==> config.mk <==
export PLATFORM = sky130hd
export DESIGN_NAME = hsq_homing_sequencer
export DESIGN_NICKNAME = d
export VERILOG_FILES = /design/src/rtl/hsq_pkg.sv /design/src/rtl/hsq_homing_sequencer.sv
export SDC_FILE = /design/constraint.sdc
export NUM_CORES = 1
export LEC_CHECK = 0
export BUFFER_PORTS_ARGS = -buffer_cell sky130_fd_sc_hd__buf_2
export CAP_MARGIN = 20
export CORE_MARGIN = 5
export CORE_UTILIZATION = 54
export CTS_CLUSTER_DIAMETER = 120
export CTS_CLUSTER_SIZE = 16
export DETAILED_ROUTE_END_ITERATION = 8
export PLACE_DENSITY_LB_ADDON = 0.1
export SKIP_LAST_GASP = 1
export SLEW_MARGIN = 25
export SYNTH_ARGS = -nofsm -noshare
export SYNTH_HDL_FRONTEND = slang
export SYNTH_SLANG_ARGS = --single-unit
==> constraint.sdc <==
create_clock -name clk -period 3 [get_ports clk]
set_input_delay 0 -clock clk [delete_from_list [all_inputs] [get_ports clk]]
set_output_delay 0 -clock clk [all_outputs]
set_load 0.02 [all_outputs]
==> src/rtl/hsq_pkg.sv <==
// Purpose: Shared constants and types of the homing sequencer
// Assumes: 32-bit register port, byte addresses on word boundaries
// Notes:   Velocity width is fixed here because the config struct carries it
package hsq_pkg;
   // ***************************
   // Widths
   // ***************************
   localparam int ADDR_W = 8;
   localparam int DATA_W = 32;
   localparam int VEL_W  = 16;
   localparam int MODE_W = 3;
   // ***************************
   // Register offsets
   // ***************************
   localparam logic [ADDR_W-1:0] OFF_CTRL     = 8'h00;
   localparam logic [ADDR_W-1:0] OFF_MODE     = 8'h04;
   localparam logic [ADDR_W-1:0] OFF_FAST     = 8'h08;
   localparam logic [ADDR_W-1:0] OFF_CREEP    = 8'h0C;
   localparam logic [ADDR_W-1:0] OFF_STATUS   = 8'h10;
   localparam logic [ADDR_W-1:0] OFF_IRQ_STAT = 8'h14;
   localparam logic [ADDR_W-1:0] OFF_IRQ_MASK = 8'h18;
   localparam logic [ADDR_W-1:0] OFF_HOME_POS = 8'h1C;
   // ***************************
   // Field positions
   // ***************************
   localparam int CTRL_START  = 0;
   localparam int CTRL_ABORT  = 1;
   localparam int ST_BUSY     = 0;
   localparam int ST_DONE     = 1;
   localparam int ST_ERR      = 2;
   localparam int ST_HOME     = 3;
   localparam int ST_STATE_LO = 4;
   localparam int IRQ_W       = 2;
   localparam int IRQ_DONE    = 0;
   localparam int IRQ_ERR     = 1;
   // Pin index in the synchroniser
   localparam int PIN_HOME    = 0;
   localparam int PIN_STOPPOS = 1;
   localparam int PIN_STOPNEG = 2;
   localparam int PIN_REF     = 3;
   localparam int PIN_N       = 4;
   // ***************************
   // Modes and reset values
   // ***************************
   localparam logic [MODE_W-1:0] MODE_LIMIT = 3'h2;
   localparam logic [MODE_W-1:0] MODE_3     = 3'h3;
   localparam logic [MODE_W-1:0] MODE_4     = 3'h4;
   localparam logic [MODE_W-1:0] MODE_5     = 3'h5;
   localparam logic [MODE_W-1:0] MODE_6     = 3'h6;
   localparam logic [MODE_W-1:0] MODE_RST   = 3'h2;
   localparam logic [VEL_W-1:0]  FAST_RST   = 16'h0400;
   localparam logic [VEL_W-1:0]  CREEP_RST  = 16'h0040;
   localparam logic [IRQ_W-1:0]  MASK_RST   = 2'h0;
   // ***************************
   // Types
   // ***************************
   typedef enum logic [2:0] {
      HSQ_IDLE  = 3'h0,
      HSQ_SEEK  = 3'h1,
      HSQ_CREEP = 3'h2,
      HSQ_ARMED = 3'h3,
      HSQ_DONE  = 3'h4,
      HSQ_FAULT = 3'h5
   } hsq_state_e;
   typedef struct packed {
      logic [MODE_W-1:0] mode;
      logic [VEL_W-1:0]  fast;
      logic [VEL_W-1:0]  creep;
   } hsq_cfg_s;
endpackage : hsq_pkg

==> src/rtl/hsq_homing_sequencer.sv <==
// Purpose: Homing sequencer for modes 2 to 6 of a positioning drive
// Assumes: Switch and reference pins are asynchronous, encoder count is on clk
// Notes:   Velocity out is a magnitude, direction travels separately
//
// Operation
// - Mode 2: start positive at fast speed, home switch ignored.
// - Mode 2: positive stop rising edge reverses travel, creep speed follows.
// - Mode 2: latch first reference pulse after positive stop falls.
// - Mode 2: home lies on negative side of positive stop.
// - Modes 3-6: home level at start picks direction and speed.
// - Mode 3, home 0: positive fast, reverse on rise, latch after fall.
// - Mode 3, home 1: negative creep, latch after home changes.
// - Mode 4, home 0: positive creep, latch after home becomes active.
// - Mode 4, home 1: negative fast, reverse on fall, latch after rise.
// - Mode 5, home 1: positive creep, latch after home falls.
// - Mode 5, home 0: negative fast, reverse on rise, latch after fall.
// - Mode 6, home 1: positive fast, reverse on fall, latch after rise.
// - Mode 6, home 0: negative creep, latch after home rises.
// - Mode 3: home is a pulse left of the cam's left edge.
// - Reference input is one pulse per revolution, refining home.
// - Non-selected travel stop during homing raises an error.
// - Positive direction is clockwise, negative anticlockwise.
//
// Implementation choices: the address map and the strobed register port.
`timescale 1ns/100ps
module hsq_homing_sequencer #(
   parameter int POS_W = 32
) (
   // Clock and reset
   input  wire logic                       clk,
   input  wire logic                       sys_rst,
   input  wire logic                       clkEn,
   // Register port
   input  wire logic [hsq_pkg::ADDR_W-1:0] regAddr,
   input  wire logic [hsq_pkg::DATA_W-1:0] regWrData,
   input  wire logic                       regWr,
   input  wire logic                       regRd,
   output logic      [hsq_pkg::DATA_W-1:0] regRdData,
   // Switches and encoder
   input  wire logic                       homeSwitchPin,
   input  wire logic                       hardwareTravelStopPos,
   input  wire logic                       hardwareTravelStopNeg,
   input  wire logic                       encRefPin,
   input  wire logic [POS_W-1:0]           encCount,
   // Drive command and status
   output logic      [hsq_pkg::VEL_W-1:0]  velCmd,
   output logic                            dirPositive,
   output logic                            homingBusy,
   output logic                            homingDone,
   output logic                            homingError,
   output logic      [POS_W-1:0]           homePos,
   output logic                            irq
);
   // ***************************
   // Parameter check
   // ***************************
   if (POS_W < 1 || POS_W > hsq_pkg::DATA_W) begin : gBadPos
      $error("POS_W must lie between 1 and the register width");
   end

   // ***************************
   // Pin synchronisers
   // ***************************
   logic [hsq_pkg::PIN_N-1:0] pinMeta;
   logic [hsq_pkg::PIN_N-1:0] pinSync;
   logic [hsq_pkg::PIN_N-1:0] pinPrev;
   wire  [hsq_pkg::PIN_N-1:0] pinRaw = {encRefPin, hardwareTravelStopNeg,
                                        hardwareTravelStopPos, homeSwitchPin};

   always_ff @(posedge clk) begin
      if (sys_rst) begin
         pinMeta <= '0;
         pinSync <= '0;
         pinPrev <= '0;
      end else if (clkEn) begin
         pinMeta <= pinRaw;
         pinSync <= pinMeta;
         pinPrev <= pinSync;
      end
   end

   wire homeLvl = pinSync[hsq_pkg::PIN_HOME];
   wire stopPos = pinSync[hsq_pkg::PIN_STOPPOS];
   wire stopNeg = pinSync[hsq_pkg::PIN_STOPNEG];
   // One rising edge per revolution, so a wide pulse latches once
   wire refRise = pinSync[hsq_pkg::PIN_REF] & ~pinPrev[hsq_pkg::PIN_REF];

   // ***************************
   // Registers and state
   // ***************************
   hsq_pkg::hsq_state_e         state;
   hsq_pkg::hsq_state_e         next_state;
   hsq_pkg::hsq_cfg_s           regCfg;
   hsq_pkg::hsq_cfg_s           cfg;
   logic                        startLvl;
   logic                        reversed;
   logic                        useFast;
   logic [hsq_pkg::IRQ_W-1:0]   irqStat;
   logic [hsq_pkg::IRQ_W-1:0]   irqMask;
   logic                        next_dirPos;
   logic                        next_useFast;
   logic                        next_reversed;
   logic                        next_startLvl;

   // ***************************
   // Register decode
   // ***************************
   wire wrCtrl  = regWr && (regAddr == hsq_pkg::OFF_CTRL);
   wire wrMode  = regWr && (regAddr == hsq_pkg::OFF_MODE);
   wire wrFast  = regWr && (regAddr == hsq_pkg::OFF_FAST);
   wire wrCreep = regWr && (regAddr == hsq_pkg::OFF_CREEP);
   wire wrStat  = regWr && (regAddr == hsq_pkg::OFF_IRQ_STAT);
   wire wrMask  = regWr && (regAddr == hsq_pkg::OFF_IRQ_MASK);

   wire ready    = (state == hsq_pkg::HSQ_IDLE) || (state == hsq_pkg::HSQ_DONE)
                   || (state == hsq_pkg::HSQ_FAULT);
   wire startReq = wrCtrl && regWrData[hsq_pkg::CTRL_START] && ready;
   wire abortReq = wrCtrl && regWrData[hsq_pkg::CTRL_ABORT] && !ready;

   // ***************************
   // Start decisions
   // ***************************
   wire [hsq_pkg::MODE_W-1:0] reqMode = regCfg.mode;
   wire isLimitMode = (reqMode == hsq_pkg::MODE_LIMIT);
   wire isM3        = (reqMode == hsq_pkg::MODE_3);
   wire isM4        = (reqMode == hsq_pkg::MODE_4);
   wire isM5        = (reqMode == hsq_pkg::MODE_5);
   wire isM6        = (reqMode == hsq_pkg::MODE_6);
   wire modeOk      = isLimitMode | isM3 | isM4 | isM5 | isM6;

   // Modes 3/4 search positive from an inactive switch, 5/6 from an active one
   wire startDirPos = isLimitMode
                      | ((isM3 | isM4) & ~homeLvl)
                      | ((isM5 | isM6) & homeLvl);
   // Fast speed only where a reversal on the switch edge follows
   wire startFast   = isLimitMode
                      | (isM3 & ~homeLvl) | (isM4 & homeLvl)
                      | (isM5 & ~homeLvl) | (isM6 & homeLvl);
   // Mode 2 watches the positive stop, so home switch is ignored there
   wire startSense  = isLimitMode ? 1'b0 : homeLvl;

   // ***************************
   // Sequence
   // ***************************
   wire inLimit   = (cfg.mode == hsq_pkg::MODE_LIMIT);
   wire senseLvl  = inLimit ? stopPos : homeLvl;
   wire senseEdge = inLimit ? (stopPos ^ pinPrev[hsq_pkg::PIN_STOPPOS])
                            : (homeLvl ^ pinPrev[hsq_pkg::PIN_HOME]);
   // Only mode 2 selects a stop for reversal; any other stop is a fault
   wire stopHit   = stopNeg | (stopPos & ~inLimit);
   // Edge away from the start level turns the seek round
   wire turnEvt   = senseEdge && (senseLvl != startLvl);
   // After a turn the edge back arms; without one, the edge away arms
   wire armLvl    = reversed ? startLvl : ~startLvl;
   wire armEvt    = senseEdge && (senseLvl == armLvl);

   always_comb begin
      next_state    = state;
      next_dirPos   = dirPositive;
      next_useFast  = useFast;
      next_reversed = reversed;
      next_startLvl = startLvl;
      if (startReq) begin
         next_state    = modeOk ? (startFast ? hsq_pkg::HSQ_SEEK : hsq_pkg::HSQ_CREEP)
                                : hsq_pkg::HSQ_FAULT;
         next_dirPos   = startDirPos;
         next_useFast  = startFast;
         next_reversed = 1'b0;
         next_startLvl = startSense;
      end else if (abortReq) begin
         next_state = hsq_pkg::HSQ_IDLE;
      end else begin
         case (state)
            hsq_pkg::HSQ_SEEK: begin
               if (stopHit) begin
                  next_state = hsq_pkg::HSQ_FAULT;
               end else if (turnEvt) begin
                  next_dirPos   = ~dirPositive;
                  next_useFast  = 1'b0;
                  next_reversed = 1'b1;
                  next_state    = hsq_pkg::HSQ_CREEP;
               end
            end
            hsq_pkg::HSQ_CREEP: begin
               if (stopHit) begin
                  next_state = hsq_pkg::HSQ_FAULT;
               end else if (armEvt) begin
                  next_state = hsq_pkg::HSQ_ARMED;
               end
            end
            hsq_pkg::HSQ_ARMED: begin
               if (stopHit) begin
                  next_state = hsq_pkg::HSQ_FAULT;
               end else if (refRise) begin
                  next_state = hsq_pkg::HSQ_DONE;
               end
            end
            hsq_pkg::HSQ_IDLE,
            hsq_pkg::HSQ_DONE,
            hsq_pkg::HSQ_FAULT: begin
               next_state = state;
            end
            default: begin
               next_state = hsq_pkg::HSQ_IDLE;
            end
         endcase
      end
   end

   wire nextMoving = (next_state == hsq_pkg::HSQ_SEEK) || (next_state == hsq_pkg::HSQ_CREEP)
                     || (next_state == hsq_pkg::HSQ_ARMED);
   wire latchEvt   = (state == hsq_pkg::HSQ_ARMED) && (next_state == hsq_pkg::HSQ_DONE);
   wire faultEvt   = (state != hsq_pkg::HSQ_FAULT) && (next_state == hsq_pkg::HSQ_FAULT);
   hsq_pkg::hsq_cfg_s cfgSel;
   assign cfgSel = startReq ? regCfg : cfg;
   wire [hsq_pkg::VEL_W-1:0] next_vel = !nextMoving ? '0
                                       : (next_useFast ? cfgSel.fast : cfgSel.creep);

   // ***************************
   // Interrupt status
   // ***************************
   wire [hsq_pkg::IRQ_W-1:0] evtVec    = {faultEvt, latchEvt};
   wire [hsq_pkg::IRQ_W-1:0] clrVec    = wrStat ? regWrData[hsq_pkg::IRQ_W-1:0] : '0;
   // An event in the clearing cycle survives the clear
   wire [hsq_pkg::IRQ_W-1:0] next_stat = (irqStat & ~clrVec) | evtVec;
   wire [hsq_pkg::IRQ_W-1:0] next_mask = wrMask ? regWrData[hsq_pkg::IRQ_W-1:0] : irqMask;

   // ***************************
   // Read multiplexer
   // ***************************
   logic [hsq_pkg::DATA_W-1:0] rdMux;
   always_comb begin
      rdMux = '0;
      case (regAddr)
         hsq_pkg::OFF_MODE:     rdMux[hsq_pkg::MODE_W-1:0] = regCfg.mode;
         hsq_pkg::OFF_FAST:     rdMux[hsq_pkg::VEL_W-1:0]  = regCfg.fast;
         hsq_pkg::OFF_CREEP:    rdMux[hsq_pkg::VEL_W-1:0]  = regCfg.creep;
         hsq_pkg::OFF_STATUS: begin
            rdMux[hsq_pkg::ST_BUSY] = homingBusy;
            rdMux[hsq_pkg::ST_DONE] = homingDone;
            rdMux[hsq_pkg::ST_ERR]  = homingError;
            rdMux[hsq_pkg::ST_HOME] = homeLvl;
            rdMux[hsq_pkg::ST_STATE_LO +: 3] = state;
         end
         hsq_pkg::OFF_IRQ_STAT: rdMux[hsq_pkg::IRQ_W-1:0] = irqStat;
         hsq_pkg::OFF_IRQ_MASK: rdMux[hsq_pkg::IRQ_W-1:0] = irqMask;
         hsq_pkg::OFF_HOME_POS: rdMux[POS_W-1:0] = homePos;
         default:               rdMux = '0;
      endcase
   end

   // ***************************
   // Flip-flops
   // ***************************
   always_ff @(posedge clk) begin
      if (sys_rst) begin
         regCfg <= '{mode: hsq_pkg::MODE_RST, fast: hsq_pkg::FAST_RST, creep: hsq_pkg::CREEP_RST};
         irqMask <= hsq_pkg::MASK_RST;
      end else if (clkEn) begin
         if (wrMode) regCfg.mode <= regWrData[hsq_pkg::MODE_W-1:0];
         if (wrFast) regCfg.fast <= regWrData[hsq_pkg::VEL_W-1:0];
         if (wrCreep) regCfg.creep <= regWrData[hsq_pkg::VEL_W-1:0];
         irqMask <= next_mask;
      end
   end

   always_ff @(posedge clk) begin
      if (sys_rst) begin
         state    <= hsq_pkg::HSQ_IDLE;
         cfg      <= '0;
         startLvl <= 1'b0;
         reversed <= 1'b0;
         useFast  <= 1'b0;
      end else if (clkEn) begin
         state    <= next_state;
         cfg      <= cfgSel;
         startLvl <= next_startLvl;
         reversed <= next_reversed;
         useFast  <= next_useFast;
      end
   end

   always_ff @(posedge clk) begin
      if (sys_rst) begin
         velCmd      <= '0;
         dirPositive <= 1'b1;
         homingBusy  <= 1'b0;
         homingDone  <= 1'b0;
         homingError <= 1'b0;
         homePos     <= '0;
         irqStat     <= '0;
         irq         <= 1'b0;
         regRdData   <= '0;
      end else if (clkEn) begin
         velCmd      <= next_vel;
         dirPositive <= next_dirPos;
         homingBusy  <= nextMoving;
         homingDone  <= (next_state == hsq_pkg::HSQ_DONE);
         homingError <= (next_state == hsq_pkg::HSQ_FAULT);
         if (latchEvt) homePos <= encCount;
         irqStat     <= next_stat;
         irq         <= |(next_stat & next_mask);
         regRdData   <= regRd ? rdMux : '0;
      end
   end
endmodule : hsq_homing_sequencer

==> results of run 1 <==
-- cell usage after synthesis, types with 2 or more instances --
library cell,instances
o21ai_0,8
nor2_1,113
buf_1,2
nor4_2,2
nand3b_1,7
a22o_1,17
and3_1,4
mux4_2,16
a222oi_1,16
or3_1,2
nand2b_1,6
nand2_1,161
o311ai_1,2
nand3_1,15
buf_2,7
o2bb2ai_1,2
mux2i_1,53
clkbuf_1,48
buf_4,3
a211oi_1,5
inv_1,4
a21oi_1,95
a31oi_1,3
nor2b_1,4
dfxtp_1,176
a22oi_1,24
o221ai_1,3
nor3_1,6
-- where the power goes --
group          total, mW  switching [mW]  internal (mW)
Sequential          2.36          0.0133           2.35
Combinational      0.262           0.145          0.117
Clock               2.23           0.912           1.32
Total               4.86            1.07           3.79
-- registers in the layout, summed over array words and instances (netlist names), 2 cells and up --
register   count
regCfg        32
pinMeta        4
cfg           35
velCmd        16
reqMode        3
regRdData     32
homePos       32
irqStat        2
pinSync        4
state          3
pinPrev        3
irqMask        2
-- stage by stage --
step	area, sq um	power [mW]	util
6_report	9290	4.86	0.702
5_1_grt	9290	5.01	0.702
4_1_cts	9290	4.89	0.701
3_5_place_dp	8160	2.62	0.616
2_1_floorplan	7300	2.53	-
3_3_place_gp	8160	2.61	0.616
-- worst paths after layout --
check	cells after the start	end	slack (ns)	startpoint
max	8	velCmd[15]	0.28	state[0]
min	4	irqMask[1]	0.08	regWr
max reg2reg	8	velCmd[15]	0.28	state[0]
min reg2reg	2	cfg[12]	0.45	cfg[12]
-- routing by layer --
metal	vias to the layer above	track usage	wire, um
li1	3257	-	-
met1	3256	0.342	8840
met2	337	0.407	9530
met3	38	0.0731	2000
met4	2	0.0896	373
met5	-	0	7
-- kinds of logic (layout without fill, tap and decap cells) --
family,count (synthesis),after routing,synth area share
DFF,176,176,0.482
AOI/OAI and AO/OA,184,184,0.165
buffers and inverters,65,253,0.0372
muxes,70,70,0.124
and+or+nand+nor,330,330,0.191
xor gates and xnor gates,1,1,0.00120
other,0,1,0
-- tightest hold or removal path, delay by kind of cell --
family	cells	cell delay, ns
buffers and inverters	1	0.18
multiplexers	1	0.08
AND/OR/NAND/NOR	2	0.20
-- layout make-up --
type	instances	area, sq um	share of cell area
antenna	1	2.50	0.000269
clock buffer	21	480	0.0517
clock inverter	10	125	0.0135
inverter	4	15.0	0.00162
multi-input combinational	585	3530	0.380
sequential	176	3520	0.379
tap	176	220	0.0237
timing repair buffer	218	1400	0.150
==> impl_results.md, run 1 <==
* Critical path capture point type: flip-flop
* Clock skew at 0.00924 ns
* Initial Util at 0.551
* Arr. time, crit path at 3.08 ns
* Gr usage total at 0.258
* Rel. slew slack at 0.448
* Largest net degree at the start of global routing at 79
* Gpl congestion at 0.876
* DIE AREA at 16,000 sq um
* Vias in the first global route at 6,693
* Synth-to-Final Area Change at 27.2%
* Worst-Margin Slew at 0.828 ns
* Startpoint types: flip-flop
* Max Slew Vio Count at 0
* Synth Cell Area at 7300 sq um
* CP Buf/Inv Count at 0
* Largest cells by area after synthesis: dfxtp_1 48%, nand2_1 8.3%, mux2i_1 7.3%
* Slowest cell on crit path: a211oi_4
* Sink Count at 176
* Setup violations, final at 0
* TritonCTS Buffers at 17
* DRT Pass-1 Iters at 7
* Max rail drop VDD at 351 uV
* Rows at 42
* Remaining global-route overflow at 0
* Leakage at 3.92 nW
* Avg WL per Cell at 17.4 um
* DP HPWL at 14,200 um
* Global-route wire length before repair at 33,600 um
* Seq cells post-synth at 176
* Worst slack at placement at 0.307 ns
* Chip Height at 126 um
* I/O pins at 166
* Critical path type: flip-flop to flip-flop
* CP delay by family, top: compound AO/OA/AOI/OAI gates
* Clock H-tree levels at 4
* Yosys warns at 0
* Ys async rst share at 0
* Die Width at 126 um
* Yosys top cell by area: dfxtp_1
* Tmin final at 2.72 ns
* Share of cells above drive strength 1 at 0.220
* Setup TNS at 0 ns
* Pwr per Cell Area at 523 nW/um^2
* Nets at 1,083
* PortBufs at 149
* Initial antenna violation count at 1
* Main synth FF type: dfxtp_1
* Vias after detailed routing at 6,890
* Post-cts gate resize count at 0
* Status: finished clean
* CTS tree: built
* Most common cell after layout, fill and taps aside: dfxtp_1
* Worst Slack Setup Final at 0.278 ns
* Longest Clk Path Bufs at 2
* Unique masters post-synth at 50
* Unrepaired setup endpoints after global routing: false
* Clk slew on worst S/H paths at 0.06 ns
* Fmax at 367 MHz
* CP Data Required Time at 3.36 ns
* Post-synth net total at 907
* Post-route ant nets at 0
* DRT iter0 DRCs at 690
* Core Region at 13,200 sq um
* Clock root cell: clkbuf_16
* FILL cells at 1,046
* Syn Area/Cell at 8.84 sq um
* Max Cap Viol at 0
* Post-CTS Setup Repair Bufs at 0
* Crit path max fanout at 16
* DRC at 0
* Total wire length at 20,700 um
* Final hold vios at 0
* Via density per instance at 5.79
* Hold buffers post-CTS at 52
* Crit share post-route at 0.907
* Gate Count Post-Synth at 826
* Final std cells w/o fill at 1,191
* Commonest non-fill, non-tap cells in the layout: 176 x dfxtp_1, 161 x nand2_1, 148 x buf_2
* Number of flops mapped to enable cells by yosys at 0
* Seq/Total Area, Yosys at 0.482
* Post-synth top area share at 0.482
* Hold WC Path Type: primary input to flip-flop
* Placed Cells at 1,107
* CP peak stage delay at 0.67 ns
* CP Cell Sequence: nand2b_1, nand3b_1, a21oi_1, nor2_1, o221ai_1, o21a_2, a211oi_4, a22o_1
* Final hold slack at 0.0830 ns
* Worst-Skew Late Latency at 0.42 ns
Note: power is estimated with default switching activity, not from simulation.
==> run 2: changes to the inputs <==
Settings changed: CAP_MARGIN 20 to unset, REMOVE_ABC_BUFFERS set to 1.
==> run 2 against run 1 <==
Compared with the run above:
- the run now ends with DRC left
- flip-flop and latch count stayed put
- maximum frequency is 7.5% higher
- combinational power is 4% higher
- register-to-register slack better by 0.19 ns
==> impl_results.md, run 2 (synthesis gave the netlist of run 1 again) <==
* Rows at 42 (unchanged)
* Final Power at 4.74 mW (-2.4%)
* Vias in the first global route at 6,894 (+3.0%)
* Arr. time, crit path at 2.83 ns (-0.25 ns)
* Most common cell after layout, fill and taps aside: dfxtp_1
* Total wire length at 21,300 um (+2.8%)
* Crit share post-route at 0.844 (-0.0630)
* Clock skew at 0.00556 ns (-0.00368 ns)
* Hold WC Path Type: primary input to flip-flop
* Fmax at 395 MHz (+7.5%)
* Via density per instance at 5.79 (about the same)
* Worst-Margin Slew at 0.812 ns (-0.0164 ns)
* Gpl congestion at 0.842 (-3.8%)
* Hold path startpoint: regWr
* Hold depth at 4 (unchanged)
* I/O pins at 166 (unchanged)
* Chip Height at 126 um (unchanged)
* Sink Count at 176 (unchanged)
* Nets at 1,097 (+1.3%)
* R2R cell count at 8 (unchanged)
* Commonest non-fill, non-tap cells in the layout: 176 x dfxtp_1, 161 x nand2_1, 148 x buf_2
* Clock H-tree levels at 4 (unchanged)
* Fin area at 9340 sq um (+0.47%)
* TritonCTS Buffers at 17 (unchanged)
* Ant. Diodes at 0 (-1)
* Avg WL per Cell at 17.7 um (+1.7%)
* DRT iter0 DRCs at 814 (+18%)
* Share of cells above drive strength 1 at 0.221 (+0.00111)
* Clock root cell: clkbuf_16
* Failing checks: DRC
* Initial Util at 0.551 (unchanged)
* Largest net degree at the start of global routing at 47 (-41%)
* DP HPWL at 14,000 um (-1.6%)
* Largest register FFs at 35 (unchanged)
* Synth-to-Final Area Change at 27.8%
* Final hold slack at 0.0791 ns (-0.00393 ns)
* DP Area at 8260 sq um (+1.2%)
* Core Region at 13,200 sq um (unchanged)
* FF-to-FF End: homePos[7]
* Max rail drop VDD at 354 uV (+0.88%)
* Post-cts gate resize count at 0 (unchanged)
* Critical Path End: homePos[7]
* Gr usage total at 0.268 (+0.0103)
* Status: finished, violations left
* Crit path max fanout at 23 (+7)
* FF-to-FF Start: startLvl
* Initial antenna violation count at 0 (-1)
* Longest Clk Path Bufs at 2 (unchanged)
* Tmin final at 2.53 ns (-0.189 ns)
* Vias after detailed routing at 6,960 (+1.0%)
* Register with the most flip-flops: cfg
* Clk slew on worst S/H paths at 0.06 ns (about the same)
* Max Cap Viol at 0 (unchanged)
* Max Slew Vio Count at 0 (unchanged)
* Crit path launch: startLvl
* Final hold vios at 0 (unchanged)
* Die Width at 126 um (unchanged)
* CP Data Required Time at 3.29 ns (-0.07 ns)
* DIE AREA at 16,000 sq um (unchanged)
* Unrepaired setup endpoints after global routing: false
* Post-route ant nets at 0 (unchanged)
* DRT Pass-1 Iters at 9 (+2)
* PortBufs at 149 (unchanged)
* Pwr per Cell Area at 508 nW/um^2 (-2.8%)
* CTS tree: built
* Global-route wire length before repair at 34,800 um (+3.3%)
* Critical path capture point type: flip-flop
* Setup violations, final at 0 (unchanged)
* Critical path type: flip-flop to flip-flop
* Leakage at 3.96 nW (+0.87%)
* DRC at 4 (+4)
* Worst-Skew Late Latency at 0.42 ns (about the same)
* Startpoint types: flip-flop
* Rel. slew slack at 0.450 (+0.00238)
* Remaining global-route overflow at 0 (unchanged)
* Worst R2R Setup Slack at 0.47 ns (+0.19 ns)
==> run 2: changes by cell type in the layout (fill, tap and decap cells not counted), sizes merged <==
cell,previous run,this run
diode,1,0
clkbuf,21,25
inv,7,5
clkinv,4,1
buf,166,179
dlygate4sd3,52,53
==> run 2: where the power goes <==
| part | internal [mW] | total [mW] | switching, mW | leakage [nW] |
|---|---|---|---|---|
| Sequential | 2.35 | 2.36 | 0.0122 | 1.42 |
| Combinational | 0.121 | 0.272 | 0.151 | 2.28 |
| Clock | 1.24 | 2.11 | 0.867 | 0.262 |
==> run 2: layout make-up <==
| class | instances | area (sq um) |
|---|---|---|
| Fill cell | 1080 | 3910 |
| Multi-Input combinational cell | 585 | 3530 |
| Sequential cell | 176 | 3520 |
| Timing Repair Buffer | 232 | 1500 |
| Clock buffer | 25 | 465 |
| Tap cell | 176 | 220 |
| Clock inverter | 5 | 81.3 |
| Inverter | 4 | 15.0 |
==> run 2: worst min-delay path by stage <==
stage / end / slack (ns)
after global routing: homingDone / 0.10
final: irqMask[1] / 0.08
after detailed placement: homePos[28] / 0.24
after global placement: homePos[3] / 0.23
after floorplan: cfg[0] / 0.07
after CTS: irqMask[1] / 0.06
==> run 2: metrics by stage <==
stage / cells / setup TNS [ns] / util / setup slack [ns]
after floorplan: 765 / -4.47 / - / -0.140
after global placement: 1120 / 0 / 0.624 / 0.530
after detailed placement: 1120 / 0 / 0.624 / 0.519
after CTS: 1203 / 0 / 0.705 / 0.481
after global routing: 1203 / 0 / 0.705 / 0.230
final: 1203 / 0 / 0.705 / 0.467
==> run 2: routing by layer <==
layer  GRT usage  vias up  share of wire
li1            -     3289              -
met1       0.326     3290           0.40
met2       0.461      328           0.49
met3      0.0647       53          0.084
met4       0.106        0          0.027
met5           0        -              0
==> run 2: timing repair <==
item / 4_1_cts / 5_1_grt
buffers inserted: 0 / 0
hold buffers: 53 / 0
hold endpoints to repair: 82 / 0
==> run 2: critical path: stages (launching register included) <==
cell	delay (ns)
dfxtp_1	0.42
xnor2_1	0.14
or3b_1	0.36
a311oi_1	0.32
o221ai_1	0.26
nand3_2	0.16
buf_4	0.40
mux2i_1	0.28
nor2_1	0.06
==> run 3: changes to the inputs <==
Settings changed: CORE_UTILIZATION 54 to 49.
Clock period 3 ns to 2.2 ns, I/O delays scaled along.
==> run 3 against run 2 <==
Compared with the run above:
- the run ends with setup timing left
- routed wire length rose by 10%
- non-clock buffer count rose by 59
- worst setup slack got worse by 0.59 ns
- global-route usage fell by 0.59 points
- combinational power rose by 67%
- design area rose by 8.7%
- clock skew rose by 0.0064 ns
- register-to-register slack got worse by 0.59 ns
- worst hold slack improved by 0.010 ns
- sequential share of layout area fell by 3.0 points
- final cell count rose by 5.7%
- first-iteration DRC count fell by 13%
- largest cell class unchanged
==> impl_results.md, run 3 (synthesis gave the netlist of run 1 again) <==
* Global-route wire length before repair at 37,000 um (+6.6%)
* Fmax at 431 MHz (+9.2%)
* FF-to-FF End: homePos[8]
* Rows at 44 (+4.8%)
* Largest net degree at the start of global routing at 90 (+91%)
* Post-route ant nets at 0 (unchanged)
* Synth-to-Final Area Change at 38.9%
* Fin area at 10,100 sq um (+8.7%)
* Most common cell after layout, fill and taps aside: dfxtp_1
* Switching Share at 0.218 (+0.000598)
* Status: finished, violations left
* Worst-Skew Late Latency at 0.44 ns (+0.02 ns)
* Total wire length at 23,500 um (+10%)
* Area occupied by multi-input gates at 3680 sq um (+4.4%)
* Register with the most flip-flops: cfg
* Share of cells above drive strength 1 at 0.290 (+0.0694)
* Worst R2R Setup Slack at -0.12 ns (-0.59 ns)
* Setup violations, final at 49 (+49)
* Final Power at 6.78 mW (+43%)
* CP delay by family, top: simple AND/OR/NAND/NOR gates
* Max rail drop VDD at 536 uV (+52%)
* Tmin final at 2.32 ns (-0.214 ns)
* Hold depth at 3 (-1)
* Crit share post-route at 1.05 (+0.210)
* Worst-Margin Slew at 0.916 ns (+0.104 ns)
* DRT Pass-1 Iters at 7 (-2)
* Hold path endpoint: pinMeta[3]
* Arr. time, crit path at 2.62 ns (-0.21 ns)
* Gpl congestion at 0.874 (+3.8%)
* DRT iter0 DRCs at 711 (-13%)
* Vias after detailed routing at 7,240 (+4.0%)
* CP peak stage delay at 0.37 ns (-0.05 ns)
* Largest register FFs at 35 (unchanged)
* CP Buf/Inv Count at 3 (+2)
* Critical path type: flip-flop to flip-flop
* Longest Clk Path Bufs at 2 (unchanged)
* Sink Count at 176 (unchanged)
* CTS tree: built
* Initial Util at 0.501 (-0.0509)
* Remaining global-route overflow at 0 (unchanged)
* Clock skew at 0.0120 ns (+0.00645 ns)
* Pwr per Cell Area at 668 nW/um^2 (+31%)
* Nets at 1,156 (+5.4%)
* TritonCTS Buffers at 17 (unchanged)
* Combinational Power Share at 0.067 (+0.010)
* Leakage at 4.39 nW (+11%)
* Final hold vios at 0 (unchanged)
* PortBufs at 149 (unchanged)
* Reg power frac at 0.475 (-0.023)
* Setup TNS at -3.61 ns (-3.61 ns)
* Failing checks: setup timing
* Ant. Diodes at 0 (unchanged)
* Slowest cell on crit path: or3b_1
* Vias in the first global route at 7,113 (+3.2%)
* Net Sw Power at 1.48 mW (+43%)
* DIE AREA at 17,400 sq um (+9.4%)
* Core Region at 14,600 sq um (+10%)
* Clock root cell: clkbuf_16
* Crit path max fanout at 11 (-52%)
* Critical path capture point type: flip-flop
* Hold WC Path Type: primary input to flip-flop
* Commonest non-fill, non-tap cells in the layout: 174 x dfxtp_1, 161 x nand2_1, 148 x buf_2
* CP Cell Sequence: buf_6, xnor2_4, or3b_1, a311oi_2, o221ai_2, buf_4, nand3_4, buf_12, mux2i_1, nor2_1
* Avg WL per Cell at 18.5 um (+4.2%)
* Die Width at 132 um (+4.6%)
* DP Area at 8690 sq um (+5.3%)
* Worst Slack Setup Final at -0.119 ns (-0.586 ns)
* Clk slew on worst S/H paths at 0.06 ns (about the same)
* Part of the power in the clock network at 0.458 (+0.013)
* Max Cap Viol at 0 (unchanged)
* Rel. slew slack at 0.388 (-0.0619)
* DP HPWL at 15,200 um (+8.6%)
* Max Slew Vio Count at 0 (unchanged)
* Chip Height at 132 um (+4.6%)
* Hold path startpoint: clkEn
* R2R cell count at 10 (+2)
* I/O pins at 166 (unchanged)
* Startpoint types: flip-flop
* Via density per instance at 5.69 (-1.6%)
* Initial antenna violation count at 0 (unchanged)
* Gr usage total at 0.262 (-0.00591)
* DRC at 0 (-4)
* CP Data Required Time at 2.50 ns (-0.79 ns)
* Register Area at 3530 sq um (about the same)
* Cell-internal power at 5.30 mW (+43%)
* Unrepaired setup endpoints after global routing: true
* FF-to-FF Start: startLvl
* Clock H-tree levels at 4 (unchanged)
* FILL cells at 1,147 (+6.2%)
## run 3: cell types whose count changed in the layout (fill, tap and decap cells not counted), sizes merged
cell	change
clkinv	+1
buf	+58
bufinv	+1
inv	+1
## run 3: layer usage
| metal | track usage | vias up | wire length [um] |
|---|---|---|---|
| li1 | - | 3401 | - |
| met1 | 0.316 | 3487 | 9310 |
| met2 | 0.454 | 310 | 11900 |
| met3 | 0.0672 | 42 | 1830 |
| met4 | 0.0937 | 0 | 473 |
| met5 | 0 | - | 0 |
## run 3: final cells by class
cell class                      instances  area share
Multi-Input combinational cell        585       0.363
Timing Repair Buffer                  291       0.206
Inverter                                4     0.00148
Clock buffer                           24      0.0475
Clock inverter                          8      0.0123
Tap cell                              184      0.0227
Sequential cell                       176       0.347
## run 3: what timing repair did
item	CTS	global route
cloned	1	1
setup endpoints to repair	56	57
buffers inserted	14	0
gates resized for setup	13	24
hold buffers	53	0
pin swaps	18	2
hold endpoints to repair	84	0
## run 3: power groups by stage
stage	clock (mW)	combinational (mW)	sequential, mW
2_1_floorplan	0	0.0953	3.30
3_3_place_gp	0	0.331	3.29
3_5_place_dp	0	0.340	3.29
4_1_cts	3.16	0.434	3.22
5_1_grt	3.28	0.487	3.22
6_report	3.10	0.455	3.22
## run 3: per-stage QoR
stage / util / std cells / hold slack [ns] / worst slack [ns]
after global routing: 0.696 / 1272 / 0.104 / -0.168
final: 0.696 / 1272 / 0.0893 / -0.119
after floorplan: - / 765 / 0.0691 / -0.940
after detailed placement: 0.596 / 1172 / 0.240 / -0.479
after CTS: 0.689 / 1272 / 0.0745 / -0.133
after global placement: 0.596 / 1172 / 0.227 / -0.389
## run 3: tightest hold or removal path, stage by stage
cell and delay, ns:
buf_2 0.25, mux2i_1 0.17, nor2_1 0.07
## run 3: worst max-delay path by stage
| stage | from | end | slack, ns | cells after the start |
|---|---|---|---|---|
| 6_report | startLvl | homePos[8] | -0.12 | 10 |
| 5_1_grt | startLvl | homePos[24] | -0.17 | 10 |
| 4_1_cts | startLvl | homePos[8] | -0.13 | 10 |
| 3_5_place_dp | state[2] | velCmd[15] | -0.48 | 7 |
| 3_3_place_gp | state[2] | velCmd[15] | -0.39 | 7 |
| 2_1_floorplan | state[2] | homePos[0] | -0.94 | 8 |
